$ cat src/rtl/adc_sel_pkg.sv
// package of constants, types and carriers for the dual converter channel select block
package adc_sel_pkg;

  // register byte addresses
  localparam logic [7:0] ADDR_COMPARATOR_CS = 8'h30;
  localparam logic [7:0] ADDR_RESULT_LOW    = 8'h78;
  localparam logic [7:0] ADDR_RESULT_HIGH   = 8'h79;
  localparam logic [7:0] ADDR_CONTROL_A     = 8'h7A;
  localparam logic [7:0] ADDR_CONTROL_B     = 8'h7B;
  localparam logic [7:0] ADDR_CHANNEL_SEL   = 8'h7C;
  localparam logic [7:0] ADDR_DIGITAL_DIS   = 8'h7F;

  // reset values
  localparam logic [7:0] RESET_BYTE = 8'h00;

  // control register a fields
  localparam int CTRL_BIT_ENABLE = 7;
  localparam int CTRL_BIT_START  = 6;
  localparam int CTRL_BIT_DONE   = 4;

  // control register b fields
  localparam int              CSRB_BIT_CMP_MUX_EN = 6;
  localparam int              CSRB_BIT_MODULE_SEL = 5;
  localparam logic [7:0]      CSRB_WRITE_MASK     = 8'h67;
  localparam logic [2:0]      TRIG_COMPARATOR     = 3'h1;

  // channel select fields
  localparam int              MUX_CODE_W   = 4;
  localparam int              CHAN_INDEX_W = 3;
  localparam logic [3:0]      CODE_TEMP    = 4'h8;
  localparam logic [3:0]      CODE_BANDGAP = 4'hE;
  localparam logic [3:0]      CODE_GROUND  = 4'hF;
  localparam logic [3:0]      INPUT_BASE   = 4'h1;

  // result scaling
  localparam int              RESULT_W       = 10;
  localparam int              RESULT_HIGH_W  = RESULT_W - 8;
  localparam int              BANDGAP_MV     = 1100;
  localparam int              REF_MV         = 3300;
  localparam int              FULL_SCALE     = 1023;
  localparam logic [9:0]      BANDGAP_RESULT = 10'(BANDGAP_MV * FULL_SCALE / REF_MV);
  localparam logic [9:0]      ZERO_RESULT    = 10'h000;

  typedef enum logic [1:0] {
    ST_IDLE,
    ST_ISSUE,
    ST_WAIT,
    ST_SUBST
  } conv_state_e;

  typedef struct packed {
    logic [7:0] addr;
    logic [7:0] wdata;
    logic       wr;
    logic       rd;
  } reg_req_s;

  typedef struct packed {
    logic       start;
    logic       module_sel;
    logic [3:0] input_num;
  } conv_req_s;

  typedef struct packed {
    logic       done;
    logic [9:0] data;
  } conv_rsp_s;

  typedef struct packed {
    conv_state_e state;
    logic        enable;
    logic        done;
    logic [7:0]  control_b;
    logic [7:0]  channel_sel;
    logic [9:0]  result;
    logic        module_sel;
    logic [3:0]  input_num;
    logic [9:0]  subst_value;
    logic [7:0]  rdata;
  } state_s;

endpackage

$ cat src/rtl/result_compute.sv
// channel code decode: real input routing or substituted result
`timescale 1ns/1ps
module result_compute (
  // selection
  input  wire logic [3:0] mux_code,
  input  wire logic       module_sel,
  // decision
  output logic            substitute,
  output logic [9:0]      subst_value,
  output logic            conv_module,
  output logic [3:0]      conv_input
);

  always_comb begin
    substitute  = 1'b0;
    subst_value = adc_sel_pkg::ZERO_RESULT;
    conv_module = module_sel;
    // input n of a module is reached by field value n-1
    conv_input  = 4'({1'b0, mux_code[adc_sel_pkg::CHAN_INDEX_W-1:0]}) + adc_sel_pkg::INPUT_BASE;
    if (mux_code[adc_sel_pkg::MUX_CODE_W-1]) begin
      // every code with the top bit set is answered without touching a converter
      substitute = 1'b1;
      case (mux_code)
        adc_sel_pkg::CODE_BANDGAP: subst_value = adc_sel_pkg::BANDGAP_RESULT;
        adc_sel_pkg::CODE_GROUND:  subst_value = adc_sel_pkg::ZERO_RESULT;
        adc_sel_pkg::CODE_TEMP:    subst_value = adc_sel_pkg::ZERO_RESULT;
        default:                   subst_value = adc_sel_pkg::ZERO_RESULT;
      endcase
    end
  end

endmodule

$ cat src/rtl/dual_adc_channel_select.sv
// dual converter channel selection, result substitution and register file
`timescale 1ns/1ps
module dual_adc_channel_select (
  // clock and reset
  input  wire logic                  clock,
  input  wire logic                  resetn,
  // register port
  input  wire adc_sel_pkg::reg_req_s reg_req,
  output logic [7:0]                 reg_rdata,
  // converter side
  output adc_sel_pkg::conv_req_s     conv_req,
  input  wire adc_sel_pkg::conv_rsp_s conv_rsp,
  // status
  output logic                       busy
);

  adc_sel_pkg::state_s st;
  adc_sel_pkg::state_s next_st;

  logic       substitute;
  logic [9:0] subst_value;
  logic       route_module;
  logic [3:0] route_input;

  result_compute u_result_compute (
    .mux_code    (st.channel_sel[adc_sel_pkg::MUX_CODE_W-1:0]),
    .module_sel  (st.control_b[adc_sel_pkg::CSRB_BIT_MODULE_SEL]),
    .substitute  (substitute),
    .subst_value (subst_value),
    .conv_module (route_module),
    .conv_input  (route_input)
  );

  function automatic logic hit(input adc_sel_pkg::reg_req_s req, input logic [7:0] addr);
    hit = req.addr == addr;
  endfunction

  logic write_a;
  logic start_req;
  logic finish;
  logic clear_done;

  always_comb begin
    write_a    = reg_req.wr && hit(reg_req, adc_sel_pkg::ADDR_CONTROL_A);
    start_req  = write_a && reg_req.wdata[adc_sel_pkg::CTRL_BIT_START];
    clear_done = write_a && reg_req.wdata[adc_sel_pkg::CTRL_BIT_DONE];
    finish     = 1'b0;
    next_st    = st;

    // register writes
    if (write_a) begin
      next_st.enable = reg_req.wdata[adc_sel_pkg::CTRL_BIT_ENABLE];
    end
    if (reg_req.wr && hit(reg_req, adc_sel_pkg::ADDR_CONTROL_B)) begin
      // comparator enable and trigger code are only stored; nothing here acts on them
      next_st.control_b = reg_req.wdata & adc_sel_pkg::CSRB_WRITE_MASK;
    end
    if (reg_req.wr && hit(reg_req, adc_sel_pkg::ADDR_CHANNEL_SEL)) begin
      next_st.channel_sel = reg_req.wdata;
    end
    // writes to the comparator and input-disable addresses fall through unstored

    // conversion sequence
    case (st.state)
      adc_sel_pkg::ST_IDLE: begin
        if (start_req && next_st.enable) begin
          next_st.module_sel  = route_module;
          next_st.input_num   = route_input;
          next_st.subst_value = subst_value;
          // a channel write in the same cycle lands after this decode
          if (substitute) begin
            next_st.state = adc_sel_pkg::ST_SUBST;
          end else begin
            next_st.state = adc_sel_pkg::ST_ISSUE;
          end
        end
      end
      adc_sel_pkg::ST_ISSUE: begin
        next_st.state = adc_sel_pkg::ST_WAIT;
      end
      adc_sel_pkg::ST_WAIT: begin
        if (conv_rsp.done) begin
          next_st.result = conv_rsp.data;
          finish         = 1'b1;
          next_st.state  = adc_sel_pkg::ST_IDLE;
        end
      end
      adc_sel_pkg::ST_SUBST: begin
        // same finishing path as a real conversion
        next_st.result = st.subst_value;
        finish         = 1'b1;
        next_st.state  = adc_sel_pkg::ST_IDLE;
      end
      default: begin
        next_st.state = adc_sel_pkg::ST_IDLE;
      end
    endcase

    // dropping enable abandons a conversion in flight
    if (!next_st.enable && st.state != adc_sel_pkg::ST_IDLE) begin
      next_st.state = adc_sel_pkg::ST_IDLE;
      finish        = 1'b0;
    end

    // completion flag: a finish in the clearing cycle wins
    if (finish) begin
      next_st.done = 1'b1;
    end else if (clear_done) begin
      next_st.done = 1'b0;
    end

    // read data, one cycle after the strobe, zero elsewhere
    next_st.rdata = adc_sel_pkg::RESET_BYTE;
    if (reg_req.rd) begin
      case (reg_req.addr)
        adc_sel_pkg::ADDR_RESULT_LOW:    next_st.rdata = st.result[7:0];
        adc_sel_pkg::ADDR_RESULT_HIGH:   next_st.rdata = {6'h00, st.result[adc_sel_pkg::RESULT_W-1:8]};
        adc_sel_pkg::ADDR_CONTROL_A: begin
          next_st.rdata                              = adc_sel_pkg::RESET_BYTE;
          next_st.rdata[adc_sel_pkg::CTRL_BIT_ENABLE] = st.enable;
          next_st.rdata[adc_sel_pkg::CTRL_BIT_START]  = st.state != adc_sel_pkg::ST_IDLE;
          next_st.rdata[adc_sel_pkg::CTRL_BIT_DONE]   = st.done;
        end
        adc_sel_pkg::ADDR_CONTROL_B:     next_st.rdata = st.control_b;
        adc_sel_pkg::ADDR_CHANNEL_SEL:   next_st.rdata = st.channel_sel;
        adc_sel_pkg::ADDR_COMPARATOR_CS: next_st.rdata = adc_sel_pkg::RESET_BYTE;
        adc_sel_pkg::ADDR_DIGITAL_DIS:   next_st.rdata = adc_sel_pkg::RESET_BYTE;
        default:                         next_st.rdata = adc_sel_pkg::RESET_BYTE;
      endcase
    end
  end

  always_ff @(posedge clock) begin
    if (!resetn) begin
      st.state       <= adc_sel_pkg::ST_IDLE;
      st.enable      <= 1'b0;
      st.done        <= 1'b0;
      st.control_b   <= adc_sel_pkg::RESET_BYTE;
      st.channel_sel <= adc_sel_pkg::RESET_BYTE;
      st.result      <= adc_sel_pkg::ZERO_RESULT;
      st.module_sel  <= 1'b0;
      st.input_num   <= adc_sel_pkg::INPUT_BASE;
      st.subst_value <= adc_sel_pkg::ZERO_RESULT;
      st.rdata       <= adc_sel_pkg::RESET_BYTE;
    end else begin
      st <= next_st;
    end
  end

  always_comb begin
    reg_rdata            = st.rdata;
    conv_req.start       = st.state == adc_sel_pkg::ST_ISSUE;
    conv_req.module_sel  = st.module_sel;
    conv_req.input_num   = st.input_num;
    busy                 = st.state != adc_sel_pkg::ST_IDLE;
  end

endmodule

$ cat config.mk
export PLATFORM = sky130hd
export DESIGN_NAME = dual_adc_channel_select
export DESIGN_NICKNAME = d
export VERILOG_FILES = /design/src/rtl/adc_sel_pkg.sv /design/src/rtl/result_compute.sv /design/src/rtl/dual_adc_channel_select.sv
export SDC_FILE = /design/constraint.sdc
export NUM_CORES = 1
export LEC_CHECK = 0
export ABC_AREA = 1
export BUFFER_PORTS_ARGS = -buffer_cell sky130_fd_sc_hd__buf_2
export CORE_ASPECT_RATIO = 1.75
export CORE_MARGIN = 1
export CORE_UTILIZATION = 55
export CTS_BUF_LIST = sky130_fd_sc_hd__clkbuf_16
export CTS_CLUSTER_DIAMETER = 30
export DETAILED_ROUTE_END_ITERATION = 12
export PLACE_DENSITY = 0.78
export SKIP_LAST_GASP = 1
export SYNTH_ARGS = -nofsm -noshare
export SYNTH_HDL_FRONTEND = slang
export SYNTH_HIERARCHICAL = 1
export SYNTH_SLANG_ARGS = --single-unit
export TNS_END_PERCENT = 20
$ cat constraint.sdc
create_clock -name clock -period 1.55 [get_ports clock]
set_input_delay 0 -clock clock [delete_from_list [all_inputs] [get_ports clock]]
set_output_delay 0 -clock clock [all_outputs]
set_load 0.05 [all_outputs]
Word-level counts from Yosys, hierarchy flattened
Cells that the tools add are included.
- input port bits: 31
- logic and storage cells: 56
- output and inout bits: 15
- register bits after elaboration: 50
- $add $sub $neg: 1
- reductions and logical operators: 17
- multiplexer cells: 16
- equal/unequal tests: 11
- bitwise operators: 1
- operators with widths (operator ; count):
    $eq 8x7->1 const B ; 5
    $pmux 8 s5 ; 1
    $mux 10 ; 2
    $pmux 10 s2 ; 1
    $mux 9 ; 1
    $pmux 2 s4 ; 1
    $reduce_and 2->1 ; 4
    $logic_and 1x1->1 ; 7
    $mux 1 ; 6
    $mux 2 ; 3
    $reduce_bool 2->1 ; 3
    $add 3x1->4 const B ; 1
    $eq 2x2->1 const B ; 2
    $eq 4x4->1 const B ; 1
    $ne 2x2->1 const B ; 2
    $eq 2x1->1 const B ; 1
    $logic_not 2->1 ; 1
    $pmux 1 s2 ; 1
    $reduce_or 2->1 ; 1
    $logic_not 1->1 ; 1
    $not 1->1 ; 1

Depth between registers and ports, before layout
- depth after elaboration: 7
- mapped depth: 10

Modules after synthesis
The synthesis kept the hierarchy.
- by module, submodules not included (module ; area an instance (µm²) ; cells an instance ; times used):
    dual_adc_channel_select ; 2456.1 ; 359 ; 1
    result_compute ; 152.6 ; 25 ; 1

Least setup slack after synthesis
Ideal clock, no wire load.
- path kind: register -> register
- start: register st[51] (netlist name)
- end: register st[13] (netlist name)
- setup slack: -0.081 ns
- cell stages (with the launch flop): 8
- path buffers: 1
- data arrival time: 1.521 ns
- cells stage by stage: dfxtp_1 -> inv_1 -> nand2_1 -> inv_1 -> clkbuf_1 -> nand4_1 -> nand2_1 -> nor2_1
- word-level cells in the longest chain between the ends: 2
- ends and longest elaborated chain (item ; line ; RTL):
    start: declaration ; dual_adc_channel_select.sv:17 ; adc_sel_pkg::state_s st;
    start signal: assignment ; dual_adc_channel_select.sv:146 ; st <= next_st;
    $logic_not 2->1 ; dual_adc_channel_select.sv:64 ; case (st.state)
    $reduce_and 2->1 (no line) ; -- ;
No other way between the ends.
A chain may end at the register's enable or synchronous reset.

Worst setup path after layout
- start: register st[33] (netlist name)
- end: register st[8] (netlist name)
- word-level cells in the longest chain between the ends: 3
- ends and longest elaborated chain (item ; line ; RTL):
    $eq 4x4->1 ; result_compute.sv:23 ; case (mux_code)
    $mux 9 ; result_compute.sv:23 ;
    $mux 10 ; result_compute.sv:20 ; if (mux_code[adc_sel_pkg::MUX_CODE_W-1]) begin
    via subst_value[0] ; dual_adc_channel_select.sv:21 ; logic [9:0] subst_value;
The timed path passes the listed nets, and every way through them passes these cells.

==> flow_metrics.env <==
export IMPL_status="complete, no violations"
export IMPL_core_um2=4484
export IMPL_wl_met1_mm=2.249
export IMPL_cts_tree="built"
export IMPL_start_util_pct=58.18
export IMPL_reg2reg_to="st[8]"
export IMPL_gp_congestion=0.8955
export IMPL_synth_warning_count=6
export IMPL_hold_depth=3
export IMPL_crit_path_start_kind="register"
export IMPL_maxSlewHeadroom_pct=65.73
export IMPL_drtPass1Iterations=4
export IMPL_vias_per_cell=4.981
export IMPL_drc_errors=0
export IMPL_endpoint_kind="register"
export IMPL_route_vias_total=2326
export IMPL_rsz0062_at_grt="no"
export IMPL_path_clk_slew_ns=0.07
export IMPL_p_per_area_nw_per_um2=896.7
export IMPL_synthArstFlopShare_pct=0
export IMPL_clockBufferDepth=2
export IMPL_final_setup_tns_ns=0
export IMPL_cts_sinks=50
export IMPL_wl_per_cell_um=12.19
export IMPL_synth_avg_cell_area_um2=6.794
export IMPL_clock_root_buffer="clkbuf_16"
export IMPL_row_count=32
export IMPL_wl_met2_mm=2.924
export IMPL_p_switching_w=0.0005429
export IMPL_power_frac_seq_pct=48.8
export IMPL_n_antenna_cell=0
export IMPL_setup_violations=0
export IMPL_switching_share_pct=20.58
export IMPL_drv_slew=0
export IMPL_crit_required_ns=1.77
export IMPL_r2r_start="st[33]"
export IMPL_finalHoldViolations=0
export IMPL_syn_to_final_growth_pct=12.76
export IMPL_netlist_top_cells_area="dfxtp_1 38%, inv_1 11%, nand2_1 11%, buf_4 7.5%, a21oi_1 5.6%"
export IMPL_hold_path_class="primary input to register"
export IMPL_synth_most_common_cell="inv_1"
export IMPL_highest_layer="met4"
export IMPL_r2r_slack_ns=0.15
export IMPL_final_area_um2=2942
export IMPL_p_int_w=0.002095
export IMPL_drt_iter0_markers=71
export IMPL_utilization_pct=65.60
export IMPL_worst_path_largest_cell_delay_ns=0.37
export IMPL_timing_final_crit_share_pct=90.47
export IMPL_pwr_share_clk_pct=46.2
export IMPL_syn_inst=384
export IMPL_hold_buffers=5
export IMPL_slowest_stage="dfxtp_1"
export IMPL_htreeDepth=2
export IMPL_path_class="register to register"
export IMPL_drt_antenna_violating_nets=0
export IMPL_fin_cells=467
export IMPL_hold_path_endpoint="st[36]"
export IMPL_rr_worst_depth=8
export IMPL_syn_cell_area_um2=2609
export IMPL_nets=448
export IMPL_synthTopCellsByCount="77 x inv_1, 73 x nand2_1, 50 x dfxtp_1"
export IMPL_drive_gt1_share_pct=16.83
export IMPL_io_pins=46
export IMPL_die_w_um=54.06
export IMPL_wl_mm=5.691
export IMPL_cts_resized_gates=0
export IMPL_power_frac_comb_pct=5.0
export IMPL_ys_ff_latch=50
export IMPL_place_area_um2=2725
export IMPL_cp_cell_sequence="inv_1 > ha_1 > nand2_1 > nor2_1 > inv_1 > nand4_1 > nand2_1 > nor2_1"
export IMPL_track_usage_pct=25.71
export IMPL_grt_overflow=0
export IMPL_p_leak_nw=1.344
export IMPL_ys_types=27
export IMPL_period_needed_ns=1.402
export IMPL_hpwl_mm=4.203
export IMPL_yosysTopAreaCellShare_pct=38.37
export IMPL_grt_pass1_wl_mm=9.549
export IMPL_crit_buf_inv=2
export IMPL_route_met3_wl_um=261
export IMPL_synth_top_area_cell="dfxtp_1"
export IMPL_grt_pass1_vias=2164
export IMPL_die_y_um=93.11
export IMPL_synth_ff_type="dfxtp_1"
export IMPL_grt_antenna_before_repair=0
export IMPL_grt_start_max_net_pins=25
export IMPL_cts_buffers=5
export IMPL_crit_fanout=5
export IMPL_fin_skew_ns=0.003704
export IMPL_cts_setup_buffers=0
export IMPL_whs_ns=0.005054
export IMPL_arrival_ns=1.62
export IMPL_worstHoldStart="reg_req[5]"
export IMPL_dp_cells=454
export IMPL_die_area_um2=5033
export IMPL_tightest_slew_ns=0.5126
export IMPL_fmax_ghz=0.7131
export IMPL_maxCapViolCount=0
export IMPL_critical_path_top_delay_family="simple AND/OR/NAND/NOR gates"
export IMPL_io_buffers=45
export IMPL_clk_latency_ns=0.29
export IMPL_ys_seq_area_share_pct=38.37
export IMPL_vdd_drop_max_uv=758.3
export IMPL_synth_edf_count=0
## per-layer routing
layer	GRT usage, %	vias to the layer above
li1	-	1230
met1	28.99	1009
met2	43.62	69
met3	4.065	18
met4	14.32	0
met5	0	-
## power by group through the flow
stage	clock network (W)	logic, W	registers, W
2_1_floorplan	0	0.0000730	0.00132
3_3_place_gp	0	0.000119	0.00132
3_5_place_dp	0	0.000120	0.00132
4_1_cts	0.00123	0.000131	0.00129
5_1_grt	0.00129	0.000149	0.00129
6_report	0.00122	0.000132	0.00129
## layout by cell type (no fill, tap or decap), types with 2 or more instances in the layout
master / Yosys / routed
o211ai_1: 4 / 4
dlygate4sd3_1: 0 / 5
nand3_1: 19 / 19
ha_1: 2 / 2
conb_1: 1 / 5
inv_1: 77 / 78
nand2_1: 73 / 72
nand2_2: 1 / 2
o21ai_0: 19 / 19
dfxtp_1: 50 / 50
a21oi_1: 29 / 29
nand4_1: 17 / 17
nor3_1: 2 / 2
a221oi_1: 4 / 4
nor2_2: 3 / 3
buf_4: 26 / 8
clkbuf_16: 0 / 5
nand3_4: 2 / 2
buf_2: 2 / 45
nor2_1: 37 / 37
## registers in the layout (all words and copies together) (netlist names)
signal and flops:
reg_rdata 8, conv_req 5, st 37
## how the worst max path moves through the flow
stage / end / slack (ns) / depth (start not counted) / from
2_1_floorplan: st[13] / 0.11 / 7 / st[51]
3_3_place_gp: st[43] / 0.13 / 9 / reg_req[12]
3_5_place_dp: st[39] / 0.09 / 7 / reg_req[17]
4_1_cts: st[8] / 0.14 / 7 / st[34]
5_1_grt: st[8] / 0.03 / 8 / st[33]
6_report: st[8] / 0.15 / 8 / st[33]
## cell families after synthesis
group / synth area share [%]
buffers and inverters: 20.96
AO/OA/AOI/OAI: 11.89
adder cells (fa/ha/maj): 0.9591
other: 0.1437
flip-flops: 38.37
AND/OR/NAND/NOR: 27.67
## metrics by stage
stage | total power [W] | setup WS (ns)
after CTS | 0.002645 | 0.1372
after global placement | 0.001435 | 0.1343
final | 0.002638 | 0.1477
after global routing | 0.002724 | 0.02569
after floorplan | 0.001388 | 0.1094
after detailed placement | 0.001436 | 0.08692
## layout make-up
cell class	count	area (µm²)
flip-flops and latches	50	1001
fillers	406	1543
clock inverters	3	41.29
clock buffers	5	125.1
inverters	79	296.5
multi-input cells	221	1079
repair buffers	58	335.3
well taps	51	63.81
## worst reg2reg max path, delay by kind of cell, from the launching register on
family,cells,cell delay (ns)
fa+ha+maj,1,0.17
buf+inv,2,0.19
flops,1,0.37
simple gates,5,0.62
No activity file was read; power rests on OpenSTA's default activity.
